==> src/design/cdec_pkg.sv <==
// constants, encodings and carrier types for the move and multiply core slice
package cdec_pkg;

   // four phases make one instruction cycle
   localparam logic [1:0]  PH_Q1            = 2'h0; // decode, fetch taken
   localparam logic [1:0]  PH_Q2            = 2'h1; // file read
   localparam logic [1:0]  PH_Q3            = 2'h2; // process data
   localparam logic [1:0]  PH_Q4            = 2'h3; // write destination

   // opcode patterns, compared against the top bits of a word
   localparam logic [7:0]  OP_OR_LITERAL    = 8'h09;  // 0000 1001
   localparam logic [7:0]  OP_BANK_LOAD     = 8'h01;  // 0000 0001
   localparam logic [7:0]  OP_LITERAL_MOVE  = 8'h0e;  // 0000 1110
   localparam logic [7:0]  OP_LITERAL_MUL   = 8'h0d;  // 0000 1101
   localparam logic [5:0]  OP_OR_FILE       = 6'h04;  // 0001 00
   localparam logic [5:0]  OP_FILE_MOVE     = 6'h14;  // 0101 00
   localparam logic [6:0]  OP_ACC_STORE     = 7'h37;  // 0110 111
   localparam logic [6:0]  OP_NEGATE        = 7'h36;  // 0110 110
   localparam logic [6:0]  OP_FILE_MUL      = 7'h01;  // 0000 001
   localparam logic [9:0]  OP_PTR_LOAD      = 10'h3b8; // 1110 1110 00
   localparam logic [3:0]  OP_F2F_SRC       = 4'hc;   // first move word
   localparam logic [3:0]  OP_SECOND        = 4'hf;   // any second word
   localparam logic [7:0]  OP_PTR_SECOND    = 8'hf0;  // pointer low word

   // instruction field positions
   localparam int          BIT_DEST         = 9;
   localparam int          BIT_BANK         = 8;

   // access bank split: low half maps to page 0, upper half to page f
   localparam logic [7:0]  ACCESS_SPLIT     = 8'h80;
   localparam logic [3:0]  ACCESS_LOW_PAGE  = 4'h0;
   localparam logic [3:0]  ACCESS_HIGH_PAGE = 4'hf;

   // number of file select pointers
   localparam int          PTR_COUNT        = 3;

   // status flag positions
   localparam int          FLG_C            = 0;
   localparam int          FLG_DIG          = 1;
   localparam int          FLG_Z            = 2;
   localparam int          FLG_OVF          = 3;
   localparam int          FLG_N            = 4;

   // values after reset
   localparam logic [7:0]  ACC_RESET        = 8'h00;
   localparam logic [7:0]  BANK_RESET       = 8'h00;
   localparam logic [15:0] PROD_RESET       = 16'h0000;
   localparam logic [11:0] PTR_RESET        = 12'h000;
   localparam logic [4:0]  FLAGS_RESET      = 5'h00;
   localparam logic        RUN_RESET        = 1'b1;

   // apb register byte offsets
   localparam logic [11:0] REG_CTRL         = 12'h000;
   localparam logic [11:0] REG_CORE         = 12'h004;
   localparam logic [11:0] REG_PROD         = 12'h008;
   localparam logic [11:0] REG_PTR_BASE     = 12'h00c;
   localparam logic [11:0] PTR_STRIDE       = 12'h004;
   localparam int          BIT_RUN          = 0;

   // sequencer state across two-word instructions
   typedef enum logic [1:0] {
      ST_FIRST    = 2'b00,
      ST_PTR_LOW  = 2'b01,
      ST_MOVE_DST = 2'b10
   } cdec_state_t;

   // request toward the banked data file
   typedef struct packed {
      logic [11:0] addr;
      logic        rd;
      logic        wr;
      logic [7:0]  wdata;
   } cdec_file_req_t;

endpackage : cdec_pkg

==> src/design/cdec_core.sv <==
// decode and execute slice for move, or, multiply and negate instructions
//
// Contract
// - or literal into accumulator, only n z flags
// - or file into destination, only n z flags
// - destination bit zero accumulator, one file
// - bank bit zero access bank, one bank register
// - eight bit address covers whole selected bank
// - pointer load two words, high then low
// - file move to destination, n z flags
// - two word move, twelve bit addresses, no flags
// - move reads first cycle, writes second end
// - bank load literal, one cycle, no flags
// - literal move into accumulator, no flags
// - accumulator store to file, no flags
// - literal multiply into product pair
// - file multiply into product, operands kept
// - multiplies one cycle, never touch flags
// - negate file byte, five flags updated
module cdec_core
   import cdec_pkg::*;
(
   // clock and reset
   input  wire logic           clk_sys_in,
   input  wire logic           rstn_in,
   // apb slave
   input  wire logic           psel_in,
   input  wire logic           penable_in,
   input  wire logic           pwrite_in,
   input  wire logic [11:0]    paddr_in,
   input  wire logic [31:0]    pwdata_in,
   output logic      [31:0]    prdata_out,
   output logic                pready_out,
   output logic                pslverr_out,
   // instruction fetch
   input  wire logic           instr_valid_in,
   input  wire logic [15:0]    instr_word_in,
   output logic                instr_ack_out,
   output logic      [1:0]     phase_out,
   // banked data file
   output cdec_file_req_t      file_req_out,
   input  wire logic [7:0]     file_rdata_in
);

   logic [1:0]     phase_q;            // current quarter of the cycle
   cdec_state_t    state_q;            // first or second word expected
   cdec_state_t    state_d;            // state after this execute
   logic [15:0]    instr_q;            // word taken at the cycle start
   logic           cur_valid_q;        // a word was taken this cycle
   logic           ack_q;              // word consumed pulse
   logic           run_q;              // software run enable
   logic [7:0]     acc_q;              // working_accumulator
   logic [7:0]     bank_q;             // bank_select_reg
   logic [15:0]    prod_q;             // product_high_byte:low byte
   logic [4:0]     flags_q;            // n ovf z dig c
   logic [7:0]     hold_q;             // source byte of file move
   logic [1:0]     ptr_sel_q;          // pointer picked by first word
   logic [11:0]    ptr_q [PTR_COUNT];  // file_select_pointer set
   cdec_file_req_t file_req_q;         // registered file request
   logic           pready_q;           // apb answer
   logic           pslverr_q;          // apb error answer
   logic [31:0]    prdata_q;           // apb read data

   logic           take;               // word accepted at this edge
   logic           ex_go;              // execute edge of a live cycle
   logic [7:0]     k;                  // immediate byte
   logic           dec_or_lit;
   logic           dec_bank_load;
   logic           dec_lit_move;
   logic           dec_lit_mul;
   logic           dec_or_file;
   logic           dec_file_move;
   logic           dec_acc_store;
   logic           dec_negate;
   logic           dec_file_mul;
   logic           dec_ptr_load;
   logic           dec_f2f;
   logic [7:0]     ex_res;             // alu result byte
   logic           ex_dest;            // result follows destination bit
   logic           ex_file_we;         // write file in q4
   logic [7:0]     ex_wdata;           // byte to write
   logic           ex_acc_we;
   logic [7:0]     ex_acc;
   logic           ex_nz;              // update n and z only
   logic           ex_neg;             // update all five flags
   logic           ex_prod_we;
   logic [15:0]    ex_prod;
   logic           ex_bank_we;
   logic           ex_ptr_hi_we;
   logic           ex_ptr_lo_we;
   logic           ex_hold_we;
   logic [31:0]    rd_mux;             // apb read value
   logic           rd_hit;             // apb address is mapped
   logic [31:0]    ptr_rd [PTR_COUNT]; // pointer read lanes
   logic [PTR_COUNT-1:0] ptr_hit;      // pointer address match

   // bank or access page address of a single-word file instruction
   function automatic logic [11:0] file_addr(input logic [15:0] w,
                                             input logic [7:0]  bank);
      if (!w[BIT_BANK]) begin
         // access bank overrides the bank register
         if (w[7:0] < ACCESS_SPLIT) begin
            return {ACCESS_LOW_PAGE, w[7:0]};
         end
         return {ACCESS_HIGH_PAGE, w[7:0]};
      end
      // eight bit offset reaches every byte of the bank
      return {bank[3:0], w[7:0]};
   endfunction : file_addr

   // single-word instructions that read a file byte in q2
   function automatic logic reads_file(input logic [15:0] w);
      return (w[15:10] == OP_OR_FILE) || (w[15:10] == OP_FILE_MOVE) ||
             (w[15:9] == OP_ACC_STORE) || (w[15:9] == OP_NEGATE) ||
             (w[15:9] == OP_FILE_MUL);
   endfunction : reads_file

   assign take  = (phase_q == PH_Q1) && run_q && instr_valid_in;
   assign ex_go = cur_valid_q && (phase_q == PH_Q3);
   assign k     = instr_q[7:0];

   // opcode decode of the held word
   assign dec_or_lit    = instr_q[15:8] == OP_OR_LITERAL;
   assign dec_bank_load = instr_q[15:8] == OP_BANK_LOAD;
   assign dec_lit_move  = instr_q[15:8] == OP_LITERAL_MOVE;
   assign dec_lit_mul   = instr_q[15:8] == OP_LITERAL_MUL;
   assign dec_or_file   = instr_q[15:10] == OP_OR_FILE;
   assign dec_file_move = instr_q[15:10] == OP_FILE_MOVE;
   assign dec_acc_store = instr_q[15:9] == OP_ACC_STORE;
   assign dec_negate    = instr_q[15:9] == OP_NEGATE;
   assign dec_file_mul  = instr_q[15:9] == OP_FILE_MUL;
   assign dec_ptr_load  = instr_q[15:6] == OP_PTR_LOAD;
   assign dec_f2f       = instr_q[15:12] == OP_F2F_SRC;

   // quarter counter, free running
   always_ff @(posedge clk_sys_in) begin
      if (!rstn_in) begin
         phase_q <= PH_Q1;
      end else begin
         phase_q <= phase_q + 2'h1;
      end
   end

   // fetch: one word per cycle, sampled only at the q1 edge
   always_ff @(posedge clk_sys_in) begin
      if (!rstn_in) begin
         cur_valid_q <= 1'b0;
         ack_q       <= 1'b0;
         instr_q     <= 16'h0000;
      end else begin
         ack_q <= take;
         if (phase_q == PH_Q1) begin
            cur_valid_q <= take;
            if (take) begin
               instr_q <= instr_word_in;
            end
         end
      end
   end

   // execute decode; unknown words fall through as idle
   always_comb begin
      ex_res       = 8'h00;
      ex_dest      = 1'b0;
      ex_file_we   = 1'b0;
      ex_wdata     = 8'h00;
      ex_acc_we    = 1'b0;
      ex_acc       = 8'h00;
      ex_nz        = 1'b0;
      ex_neg       = 1'b0;
      ex_prod_we   = 1'b0;
      ex_prod      = 16'h0000;
      ex_bank_we   = 1'b0;
      ex_ptr_hi_we = 1'b0;
      ex_ptr_lo_we = 1'b0;
      ex_hold_we   = 1'b0;
      state_d      = state_q;
      case (state_q)
         ST_FIRST: begin
            if (dec_or_lit) begin
               ex_res    = acc_q | k;
               ex_acc_we = 1'b1;
               ex_acc    = ex_res;
               ex_nz     = 1'b1;
            end else if (dec_bank_load) begin
               ex_bank_we = 1'b1;
            end else if (dec_lit_move) begin
               ex_acc_we = 1'b1;
               ex_acc    = k;
            end else if (dec_lit_mul) begin
               ex_prod_we = 1'b1;
               ex_prod    = {8'h00, acc_q} * {8'h00, k};
            end else if (dec_or_file) begin
               ex_res  = acc_q | file_rdata_in;
               ex_dest = 1'b1;
               ex_nz   = 1'b1;
            end else if (dec_file_move) begin
               ex_res  = file_rdata_in;
               ex_dest = 1'b1;
               ex_nz   = 1'b1;
            end else if (dec_acc_store) begin
               ex_file_we = 1'b1;
               ex_wdata   = acc_q;
            end else if (dec_negate) begin
               ex_res     = 8'h00 - file_rdata_in;
               ex_file_we = 1'b1;
               ex_wdata   = ex_res;
               ex_neg     = 1'b1;
            end else if (dec_file_mul) begin
               // neither operand is written back
               ex_prod_we = 1'b1;
               ex_prod    = {8'h00, acc_q} * {8'h00, file_rdata_in};
            end else if (dec_ptr_load) begin
               ex_ptr_hi_we = 1'b1;
               state_d      = ST_PTR_LOW;
            end else if (dec_f2f) begin
               ex_hold_we = 1'b1;
               state_d    = ST_MOVE_DST;
            end
            // zero word and 1111 words stay idle here
         end
         ST_PTR_LOW: begin
            ex_ptr_lo_we = instr_q[15:8] == OP_PTR_SECOND;
            state_d      = ST_FIRST;
         end
         ST_MOVE_DST: begin
            // target restriction is left to software
            ex_file_we = instr_q[15:12] == OP_SECOND;
            ex_wdata   = hold_q;
            state_d    = ST_FIRST;
         end
         default: begin
            state_d = ST_FIRST;
         end
      endcase
      // destination bit picks file or accumulator
      if (ex_dest) begin
         if (instr_q[BIT_DEST]) begin
            ex_file_we = 1'b1;
            ex_wdata   = ex_res;
         end else begin
            ex_acc_we = 1'b1;
            ex_acc    = ex_res;
         end
      end
   end

   // sequencer state, moved only at the execute edge
   always_ff @(posedge clk_sys_in) begin
      if (!rstn_in) begin
         state_q   <= ST_FIRST;
         hold_q    <= 8'h00;
         ptr_sel_q <= 2'h0;
      end else if (ex_go) begin
         state_q <= state_d;
         if (ex_hold_we) begin
            hold_q <= file_rdata_in;
         end
         if (ex_ptr_hi_we) begin
            ptr_sel_q <= instr_q[5:4];
         end
      end
   end

   // accumulator, bank register and product pair
   always_ff @(posedge clk_sys_in) begin
      if (!rstn_in) begin
         acc_q  <= ACC_RESET;
         bank_q <= BANK_RESET;
         prod_q <= PROD_RESET;
      end else if (ex_go) begin
         if (ex_acc_we) begin
            acc_q <= ex_acc;
         end
         if (ex_bank_we) begin
            bank_q <= k;
         end
         if (ex_prod_we) begin
            prod_q <= ex_prod;
         end
      end
   end

   // status flags; multiplies, literal moves and two-word moves leave them alone
   always_ff @(posedge clk_sys_in) begin
      if (!rstn_in) begin
         flags_q <= FLAGS_RESET;
      end else if (ex_go) begin
         if (ex_neg) begin
            // borrow style carry: set only when the operand was zero
            flags_q[FLG_C]   <= file_rdata_in == 8'h00;
            flags_q[FLG_DIG] <= file_rdata_in[3:0] == 4'h0;
            flags_q[FLG_OVF] <= file_rdata_in == 8'h80;
            flags_q[FLG_N]   <= ex_res[7];
            flags_q[FLG_Z]   <= ex_res == 8'h00;
         end else if (ex_nz) begin
            flags_q[FLG_N] <= ex_res[7];
            flags_q[FLG_Z] <= ex_res == 8'h00;
         end
      end
   end

   // file select pointers; a select of 3 writes nothing
   for (genvar i = 0; i < PTR_COUNT; i++) begin : g_ptr
      always_ff @(posedge clk_sys_in) begin
         if (!rstn_in) begin
            ptr_q[i] <= PTR_RESET;
         end else if (ex_go && ex_ptr_hi_we && instr_q[5:4] == 2'(i)) begin
            ptr_q[i][11:8] <= instr_q[3:0];
         end else if (ex_go && ex_ptr_lo_we && ptr_sel_q == 2'(i)) begin
            ptr_q[i][7:0] <= k;
         end
      end
      assign ptr_hit[i] = paddr_in == REG_PTR_BASE + 12'(PTR_STRIDE * i);
      assign ptr_rd[i]  = ptr_hit[i] ? {20'h00000, ptr_q[i]} : 32'h0;
   end

   // file request: read in q2, write in q4
   always_ff @(posedge clk_sys_in) begin
      if (!rstn_in) begin
         file_req_q <= '0;
      end else begin
         case (phase_q)
            PH_Q1: begin
               if (take && state_q == ST_FIRST &&
                   reads_file(instr_word_in)) begin
                  file_req_q.addr <= file_addr(instr_word_in, bank_q);
                  file_req_q.rd   <= 1'b1;
               end else if (take && state_q == ST_FIRST &&
                            instr_word_in[15:12] == OP_F2F_SRC) begin
                  file_req_q.addr <= instr_word_in[11:0];
                  file_req_q.rd   <= 1'b1;
               end else if (take && state_q == ST_MOVE_DST) begin
                  // dummy read of the move target
                  file_req_q.addr <= instr_word_in[11:0];
                  file_req_q.rd   <= 1'b1;
               end
            end
            PH_Q2: begin
               file_req_q.rd <= 1'b0;
            end
            PH_Q3: begin
               if (ex_go && ex_file_we) begin
                  file_req_q.wr    <= 1'b1;
                  file_req_q.wdata <= ex_wdata;
               end
            end
            default: begin
               file_req_q.wr <= 1'b0;
            end
         endcase
      end
   end

   // apb read mux; pointers fill the unnamed offsets
   always_comb begin
      rd_hit = 1'b1;
      case (paddr_in)
         REG_CTRL: rd_mux = {31'h00000000, run_q};
         REG_CORE: rd_mux = {11'h000, flags_q, bank_q, acc_q};
         REG_PROD: rd_mux = {16'h0000, prod_q};
         default: begin
            rd_mux = 32'h0;
            for (int j = 0; j < PTR_COUNT; j++) begin
               rd_mux = rd_mux | ptr_rd[j];
            end
            rd_hit = |ptr_hit;
         end
      endcase
   end

   // apb slave: one wait state, error on unmapped or read-only write
   always_ff @(posedge clk_sys_in) begin
      if (!rstn_in) begin
         pready_q  <= 1'b0;
         pslverr_q <= 1'b0;
         prdata_q  <= 32'h0;
         run_q     <= RUN_RESET;
      end else begin
         pready_q  <= psel_in && penable_in && !pready_q;
         pslverr_q <= 1'b0;
         if (psel_in && penable_in && !pready_q) begin
            if (pwrite_in) begin
               if (paddr_in == REG_CTRL) begin
                  run_q <= pwdata_in[BIT_RUN];
               end else begin
                  pslverr_q <= 1'b1;
               end
            end else begin
               prdata_q  <= rd_mux;
               pslverr_q <= !rd_hit;
            end
         end
      end
   end

   assign prdata_out    = prdata_q;
   assign pready_out    = pready_q;
   assign pslverr_out   = pslverr_q;
   assign instr_ack_out = ack_q;
   assign phase_out     = phase_q;
   assign file_req_out  = file_req_q;
endmodule : cdec_core

==> config.mk <==
export PLATFORM = sky130hd
export DESIGN_NAME = cdec_core
export DESIGN_NICKNAME = d
export VERILOG_FILES = /design/src/design/cdec_pkg.sv /design/src/design/cdec_core.sv
export SDC_FILE = /design/constraint.sdc
export NUM_CORES = 1
export LEC_CHECK = 0
export BUFFER_PORTS_ARGS = -buffer_cell sky130_fd_sc_hd__buf_2
export CAP_MARGIN = 15
export CELL_PAD_IN_SITES_DETAIL_PLACEMENT = 2
export CELL_PAD_IN_SITES_GLOBAL_PLACEMENT = 2
export CORE_ASPECT_RATIO = 0.7
export CORE_MARGIN = 4
export CORE_UTILIZATION = 25
export DETAILED_ROUTE_END_ITERATION = 10
export PLACE_DENSITY_LB_ADDON = 0.12
export SYNTH_ARGS = -nofsm -noshare
export SYNTH_HDL_FRONTEND = slang
export SYNTH_SLANG_ARGS = --single-unit
==> constraint.sdc <==
create_clock -name clk_sys_in -period 6.6 [get_ports clk_sys_in]
set_clock_uncertainty 0.05 [all_clocks]
set_input_delay 1.32 -clock clk_sys_in [delete_from_list [all_inputs] [get_ports clk_sys_in]]
set_output_delay 1.32 -clock clk_sys_in [all_outputs]
set_load 0.005 [all_outputs]
# Word-level counts from Yosys, hierarchy flattened
# Memories as Yosys holds them, arrays and structs flattened.
# Index checks and enable logic that the tools add are counted.
[word_totals] reg_bits=126 ram_bits=36 inputBits=74 wordCells=313 memories=1
[classes] n_addsub=2 n_mul=2 magnitude_cmp=1 eq_ne=45 muxes=176 n_bitwise=12 reduce_logical=54
[mem_list] memory="ptr_q" words=3 width=12 rd=3 rd_ports_with_merged_regs=0 write_ports=3 line_no="cdec_core.sv:58" text="logic [11:0] ptr_q [PTR_COUNT];"
[ops] op="$mux W8" n=27
[ops] op="$mux W16" n=10
[ops] op="$mux W1" n=108
[ops] op="$mux W12" n=7
[ops] op="$pmux W21 S3" n=1
[ops] op="$mux W13" n=3
[ops] op="$mul A8 B8 Y16" n=2
[ops] op="$eq A7 B6 Y1 const B" n=4
[ops] op="$reduce_and A2 Y1" n=14
[ops] op="$eq A12 B4 Y1 const B" n=2
[ops] op="$eq A12 B5 Y1 const B" n=2
[ops] op="$eq A8 B4 Y1 const B" n=3
[ops] op="$mux W2" n=12
[ops] op="$or A12 B12 Y12" n=2
[ops] op="$logic_and A1 B1 Y1" n=18
[ops] op="$ne A2 B2 Y1 const B" n=9
[ops] op="$eq A8 B8 Y1 const B" n=2
[ops] op="$logic_not A8 Y1" n=2
[ops] op="$or A8 B8 Y8" n=2
[ops] op="$pmux W8 S2" n=1
[ops] op="$eq A7 B1 Y1 const B" n=2
[ops] op="$eq A12 B3 Y1 const B" n=1
[ops] op="$eq A4 B4 Y1 const B" n=3
[ops] op="$eq A6 B3 Y1 const B" n=2
[ops] op="27 further kinds" n=53

# Longest topological paths before layout
# Gate-level depths: netlist of run 1.
[logic_depth] word_depth=18 ltp_mapped=19 mapped_depth_nobuf=17

# Worst setup path before layout of run 1
# OpenSTA, ideal clock, no wires.
[synth_timing] path_type="input to register" startpoint="input port file_rdata_in[2]" endpoint="register prod_q[14]" setup_time_ns=0.132 t_arrival_ns=5.299 required_ns=6.418 slack_ns=1.118 cell_stages=17 path_buffers=1 cell_sequence="clkbuf_1 > nand2_1 > fa_1 > fa_1 > inv_1 > fa_1 > inv_1 > fa_1 > inv_1 > ha_1 > nor3_1 > nor2_1 > a311o_1 > o311ai_0 > xnor2_1 > a22oi_1 > a21oi_1"
[synth_via] elab_chain_cells=11
[synth_rtl] element="from (decl)" line_no="cdec_core.sv:42" text="input wire logic [7:0] file_rdata_in"
[synth_rtl] element="$mul A8 B8 Y16" line_no="cdec_core.sv:212" text="ex_prod = {8'h00, acc_q} * {8'h00, file_rdata_in};"
[synth_rtl] element="$mux W16" line_no="cdec_core.sv:209" text="end else if (dec_file_mul) begin"
[synth_rtl] element="$mux W16" line_no="cdec_core.sv:204" text="end else if (dec_negate) begin"
[synth_rtl] element="$mux W16" line_no="cdec_core.sv:201" text="end else if (dec_acc_store) begin"
[synth_rtl] element="$mux W16" line_no="cdec_core.sv:197" text="end else if (dec_file_move) begin"
[synth_rtl] element="$mux W16" line_no="cdec_core.sv:193" text="end else if (dec_or_file) begin"
[synth_rtl] element="$mux W16" line_no="cdec_core.sv:190" text="end else if (dec_lit_mul) begin"
[synth_rtl] element="$mux W16" line_no="cdec_core.sv:187" text="end else if (dec_lit_move) begin"
[synth_rtl] element="$mux W16" line_no="cdec_core.sv:185" text="end else if (dec_bank_load) begin"
[synth_rtl] element="$mux W16" line_no="cdec_core.sv:180" text="if (dec_or_lit) begin"
[synth_rtl] element="$mux W16" line_no="cdec_core.sv:178" text="case (state_q)"
[synth_rtl] element="to (signal assigned)" line_no="cdec_core.sv:279" text="prod_q <= ex_prod;"
[synth_rtl] element="to (decl)" line_no="cdec_core.sv:54" text="logic [15:0] prod_q;"
# Every way passes these cells.
# A chain may end at the register's enable or synchronous reset.

# Worst setup path in the final report of run 1
[layout_timing] startpoint="input port file_rdata_in[4]" endpoint="register prod_q[14]"
# The elaborated chain is that of the path after synthesis.

==> results.yml, run 1 <==
status:
  status: "completed"
yosys:
  async_reset_ff_frac: 0
  synth_area_sq_um: 11500
  synth-edff-count: 36
  yosysWarnings: 0
  synth-seq-cells: 151
  ys_seq_area_frac: 0.295
  synth_cell_types: 76
  ys.flop_type: "dfxtp_1"
  synth_cells: 1332
  avgSynthCellArea_sq_um: 8.62
clocking:
  cts.clk_slew.worst_paths_ns: 0.07
  htree_levels: 4
  holdBufCountCts: 0
  cts_sinks: 151
  post-cts-setup-buffer-count: 0
  cts-root-buf: "clkbuf_16"
  cts_resized: 0
  cts_buffer_depth: 2
  cts_tree: "built"
  cts_inserted_buffers: 17
  clkLatencyLatePin_ns: 0.46
floorplan:
  initial_core_util: 0.254
  core_sq_um: 45200
  die_h_um: 187
  rows: 65
  die_w_um: 264
  die_area_sq_um: 49500
  ios: 133
worst_setup_path:
  critical_path_class: "in2reg"
  worstPathRequired_ns: 6.89
  r2r-start: "acc_q[3]"
  rrSetupSlack_ns: 1.16
  critPathArrivalTime_ns: 5.77
  reg2reg_to: "prod_q[15]"
  cp-end-kind: "flip-flop"
  ff2ff_path_depth: 17
  path_max_fanout: 15
  worstSetupStartpointType: "input pin"
grt:
  gr-total-overflow: 0
  grt_use_total: 0.187
  grt_pass1_wl_um: 70400
  grt_max_degree: 40
  antenna_found_initial: 1
  grt_pass1_vias: 10842
detailed_routing:
  routed_wl_um: 45900
  vias: 9939
  wl_met3_um: 1590
  ant_nets: 0
  vias_per_cell: 4.95
  dr.max_layer_used: "met4"
  wl_met1_um: 24800
  first_iter_violations: 541
  drc: 0
  wl_per_cell_um: 22.8
  dr_wl_met2_um: 19200
  first_pass_iters: 5
pwr:
  comb_power_share: 0.087
  p_sw_w: 0.000611
  leakagePower_nw: 5.88
  switching_share: 0.272
  powerDensity_nw_per_um2: 169
  seqPwrFrac: 0.443
  vdd_drop_max_mv: 0.180
  clkPwrFrac: 0.471
  p_int_w: 0.00163
layout:
  drive_above_1_share: 0.140
  fin_nets: 1613
  multi_input_area_sq_um: 7290
  fillers: 5193
  seqCellArea_sq_um: 3380
  syn_to_final_growth_pct: 15.2
timing:
  period_needed_ns: 5.48
  finalCritPeriodShare: 0.831
  max-slew-margin-rel: 0.277
  setup_viol_count_final: 0
  max_freq_mhz: 182
  finalMaxSlewViolations: 0
  setup_ws_ns: 1.12
  tightest_slew_ns: 1.08
  final_hold_viol_count: 0
  tns_ns: 0
  rsz0062_at_grt: "no"
hold_path:
  whs_endpoint: "prdata_out[15]"
  holdPathStages: 2
  hp-class: "reg2reg"
  min_from: "prdata_out[15]"
placement:
  pre_cts_ws_ns: 0.570
  place.gp.congestion: 0.770
  dp.final_hpwl_um: 34900
  io_buffers: 90
run:
  cap_violations: 0
## power by group through the flow
stage	Sequential, W	Clock, W	Combinational [W]
finish	0.000992	0.00105	0.000195
CTS	0.000993	0.00108	0.000196
detailed placement	0.00101	0	0.000194
global placement	0.00101	0	0.000193
floorplan	0.000998	0	0.000111
global route	0.000995	0.00113	0.000215
## cell usage after synthesis, types with 4 or more instances
cell type | n | area share
nand2_1 | 164 | 0.054
dfxtp_1 | 115 | 0.20
and2_1 | 114 | 0.062
inv_1 | 109 | 0.036
a21oi_1 | 86 | 0.037
ha_1 | 76 | 0.083
nor2_1 | 74 | 0.024
clkbuf_1 | 72 | 0.024
fa_1 | 72 | 0.13
o21ai_0 | 60 | 0.026
edfxtp_1 | 36 | 0.094
a22oi_1 | 23 | 0.015
mux2i_1 | 23 | 0.020
and3_1 | 22 | 0.012
nand3_1 | 22 | 0.0096
nor3_1 | 22 | 0.0096
a31oi_1 | 19 | 0.010
buf_4 | 19 | 0.012
a211oi_1 | 16 | 0.010
a221oi_1 | 13 | 0.0099
mux2_2 | 13 | 0.013
xor2_1 | 12 | 0.0092
xnor2_1 | 10 | 0.0076
a21o_1 | 9 | 0.0059
nor2b_1 | 9 | 0.0049
a22o_1 | 8 | 0.0061
buf_2 | 8 | 0.0035
nand2b_1 | 7 | 0.0038
nand4_1 | 7 | 0.0038
nor4_1 | 6 | 0.0033
o211ai_1 | 6 | 0.0039
o21a_1 | 5 | 0.0033
a222oi_1 | 4 | 0.0035
a41oi_1 | 4 | 0.0030
nor3b_1 | 4 | 0.0026
o31ai_1 | 4 | 0.0026
or4_1 | 4 | 0.0026
## state kept, by name (all words and copies together) (netlist names)
register and count:
pslverr_out 1, prod_q 16, bank_q 8, cur_valid_q 1, state_q 2, flags_q 5, run_q 1, acc_q 8
hold_q 8, instr_ack_out 1, file_req_out 22, ptr_q 36, prdata_out 21, phase_out 2, ptr_sel_q 2, pready_out 1
instr_q 16
## worst max-delay path, stage by stage
cell and delay (ns):
buf_2 0.31, nand2_1 0.12, fa_1 0.50, fa_1 0.55, inv_1 0.06, fa_1 0.48
inv_1 0.05, fa_1 0.47, inv_1 0.04, ha_1 0.34, nor3_1 0.19, nor2_1 0.09
a311o_1 0.35, o311ai_0 0.40, xnor2_1 0.17, a22oi_1 0.23, a21oi_1 0.09
## metrics by stage
stage	utilization	power (W)	instance area, sq um	std cells	hold WS (ns)
floorplan	-	0.00111	11500	1342	0.382
global placement	0.278	0.00121	12600	1974	0.388
detailed placement	0.278	0.00121	12600	1974	0.396
CTS	0.292	0.00227	13200	2006	0.405
global route	0.292	0.00234	13200	2007	0.432
finish	0.293	0.00224	13200	2008	0.400
## placed cells by master, fill, tap and decap left out, types with 9 or more instances in the layout
cell / n
a31oi_1: 19
nand3_1: 22
clkbuf_16: 18
nand2_1: 164
inv_1: 108
edfxtp_1: 36
dfxtp_1: 115
xor2_1: 12
nor2_1: 74
and2_1: 114
conb_1: 11
buf_4: 40
a21oi_1: 86
o21ai_0: 60
nor3_1: 21
ha_1: 76
xnor2_1: 10
and3_1: 22
buf_2: 90
a22oi_1: 23
a221oi_1: 13
mux2i_1: 23
mux2_2: 13
fa_1: 72
a211oi_1: 16
a21o_1: 9
nor2b_1: 9
## cell type report
cell class / count / area share
Antenna cell: 1 / 0.000189
Clock buffer: 21 / 0.0364
Clock inverter: 11 / 0.0100
Inverter: 109 / 0.0309
Multi-Input combinational cell: 981 / 0.551
Sequential cell: 151 / 0.256
Tap cell: 603 / 0.0570
Timing Repair Buffer: 131 / 0.0588
## cell families (layout without fill, tap and decap cells)
| family | Yosys count | count (layout) | synth area share |
|---|---|---|---|
| multiplexers | 36 | 36 | 0.0328 |
| XOR/XNOR | 22 | 22 | 0.0168 |
| other | 1 | 12 | 0.000326 |
| adder cells (fa/ha/maj) | 148 | 148 | 0.208 |
| flip-flops | 151 | 151 | 0.295 |
| AND/OR/NAND/NOR | 479 | 479 | 0.211 |
| buffers and inverters | 210 | 272 | 0.0764 |
| AO/OA/AOI/OAI | 285 | 285 | 0.160 |
## per-layer routing
metal  up-vias  global-route usage
li1       4653                   -
met1      5106               0.292
met2       159               0.275
met3        21              0.0268
met4         0              0.0284
met5         -                   0
## worst max-delay path by stage
stage | startpoint | to | slack (ns) | cells after the start
after CTS | acc_q[3] | prod_q[15] | 0.98 | 17
after global routing | acc_q[3] | prod_q[15] | 0.55 | 17
final | file_rdata_in[4] | prod_q[14] | 1.12 | 17
after global placement | file_rdata_in[4] | prod_q[14] | 0.61 | 17
after detailed placement | file_rdata_in[4] | prod_q[14] | 0.57 | 17
after floorplan | file_rdata_in[2] | prod_q[14] | 1.12 | 17
Power figures use the tool's default switching activity.
==> inputs of run 2 (changes only) <==
ABC_AREA = 1   (was unset)
clock period = 5.5 ns   (was 6.6 ns; I/O delays follow)
==> run 2 against run 1 <==
Against the previous run:
- synthesized cell count grew 24%
- sequential share of layout area decreased by 0.96 points
- synthesized area grew 3.9%
- critical endpoint is now prod_q[10]
- largest power group is now sequential cells
==> results.yml, run 2 <==
floorplan:
  core_sq_um: 46800
  die_h_um: 191
  die_w_um: 269
  initial_core_util: 0.255
  die_area_sq_um: 51300
  ios: 133
  rows: 66
layout:
  utilization: 0.294
  final_common_cell: "nand2_1"
  fin_nets: 1962
  num_antenna_cells: 0
  top_register: "ptr_q"
  largest_reg_flops: 36
  fillers: 5566
  drive_above_1_share: 0.123
  syn_to_final_growth_pct: 15.2
  layout_common_cells: "343 x nand2_1, 299 x inv_1, 130 x o21ai_0"
worst_setup_path:
  critPathArrivalTime_ns: 5.27
  cp_slowest_stage_delay_ns: 0.85
  path_max_fanout: 12
  critical_path_class: "reg2reg"
  cpMaxStageDelayCell: "dfxtp_1"
  worstPathRequired_ns: 5.74
  worstSetupStartpointType: "flip-flop"
  cp-end-kind: "flip-flop"
  crit_chain: "nand2_1 > fa_1 > fa_1 > inv_1 > fa_1 > inv_1 > fa_1 > inv_1 > ha_1 > a21oi_1 > o21bai_1 > a21oi_1 > inv_1 > a21oi_1 > o21ai_0 > buf_4 > nand3_1 > a21oi_1"
clocking:
  htree_levels: 4
  cts_tree: "built"
  clkLatencyLatePin_ns: 0.45
  post-cts-setup-buffer-count: 0
  cts.clk_slew.worst_paths_ns: 0.06
  cts_inserted_buffers: 17
  cts_buffer_depth: 2
  cts_sinks: 151
  cts_resized: 0
  cts-root-buf: "clkbuf_16"
  holdBufCountCts: 0
yosys:
  yosys-top-cells-area: "dfxtp_1 19%, fa_1 12%, nand2_1 11%, inv_1 9.4%, edfxtp_1 9.1%"
  ys_seq_area_frac: 0.284
  async_reset_ff_frac: 0
  yosysTopAreaCell: "dfxtp_1"
  avgSynthCellArea_sq_um: 7.21
  synth_top_area_frac: 0.193
  synth_area_sq_um: 11900
  ys.flop_type: "dfxtp_1"
  synth-seq-cells: 151
  synth-edff-count: 36
  yosysWarnings: 0
  synth_cells: 1654
  synth_most_common_cell: "nand2_1"
  synth_common_cells: "343 x nand2_1, 299 x inv_1, 130 x o21ai_0"
  synth_cell_types: 50
detailed_routing:
  vias: 11283
  first_iter_violations: 532
  vias_per_cell: 4.77
  routed_wl_um: 48600
  drc: 0
  wl_per_cell_um: 20.6
  first_pass_iters: 5
  ant_nets: 0
timing:
  setup_ws_ns: 0.477
  tightest_slew_ns: 1.02
  max_freq_mhz: 199
  finalMaxSlewViolations: 0
  tns_ns: 0
  rsz0062_at_grt: "no"
  period_needed_ns: 5.02
  setup_viol_count_final: 0
  finalCritPeriodShare: 0.913
  max-slew-margin-rel: 0.323
  final_hold_viol_count: 0
placement:
  io_buffers: 90
  place.gp.congestion: 0.810
  pre_cts_ws_ns: 0.117
  dp.final_hpwl_um: 38800
run:
  cap_violations: 0
pwr:
  vdd_drop_max_mv: 0.151
  powerDensity_nw_per_um2: 196
  leakagePower_nw: 6.81
hold_path:
  hp-class: "reg2reg"
grt:
  antenna_found_initial: 0
  grt_use_total: 0.190
  gr-total-overflow: 0
  grt_pass1_vias: 12277
  grt_max_degree: 51
  grt_pass1_wl_um: 75000
status:
  status: "completed"
[run 2: cell count changes after synthesis, moves of 27 or more]
cell      delta
nand2_1    +179
and2_1     -114
clkbuf_1    -27
inv_1      +190
nor2_1      +53
a21oi_1     +31
o21ai_0     +70
nand3_1     +73
[run 2: stage by stage]
stage / area (sq um) / power, W / hold slack, ns / instances
after global routing: 13700 / 0.00281 / 0.439 / 2365
final: 13700 / 0.00269 / 0.406 / 2365
after CTS: 13700 / 0.00272 / 0.407 / 2365
after global placement: 13200 / 0.00151 / 0.386 / 2333
after floorplan: 12000 / 0.00138 / 0.374 / 1664
after detailed placement: 13200 / 0.00151 / 0.398 / 2333
[run 2: kinds of logic after synthesis]
logic type,after synthesis,share of synthesized area
adders and majority gates,148,0.200
xor gates and xnor gates,7,0.00514
AOI/OAI and AO/OA,326,0.156
and+or+nand+nor,622,0.221
other,1,0.000314
DFF,151,0.284
buffers and inverters,399,0.133
[run 2: metal layers]
metal	global-route usage	vias to the layer above	wire, um
li1	-	5446	-
met1	0.293	5699	26300
met2	0.292	124	20900
met3	0.0230	14	1220
met4	0.0209	0	175
met5	0	-	0
[run 2: critical path, delay by kind of cell (launching register included)]
family                   cells  cell delay, ns
adder cells (fa/ha/maj)      5            2.37
AO/OA/AOI/OAI                6            0.95
flip-flops                   1            0.85
buffers and inverters        5            0.39
AND/OR/NAND/NOR              2            0.24
[run 2: power by group]
part           internal [W]  switching [W]
combinational     0.0000744       0.000206
sequential          0.00117      0.0000421
clock              0.000647       0.000558
total               0.00189       0.000806
[run 2: final timing paths]
path	startpoint	end	slack, ns	cells after the start
hold reg to reg	hold_q[1]	hold_q[1]	0.41	2
hold / removal	hold_q[1]	hold_q[1]	0.41	2
setup reg to reg	acc_q[3]	prod_q[10]	0.48	18
setup / recovery	acc_q[3]	prod_q[10]	0.48	18
[run 2: final cells by class]
class	count	area, sq um	share of cell area
timing repair buffer	140	826	0.0601
tap	612	766	0.0557
sequential	151	3380	0.246
multi-input combinational	1114	7000	0.510
clock buffer	18	439	0.0320
clock inverter	14	135	0.00983
inverter	316	1190	0.0866
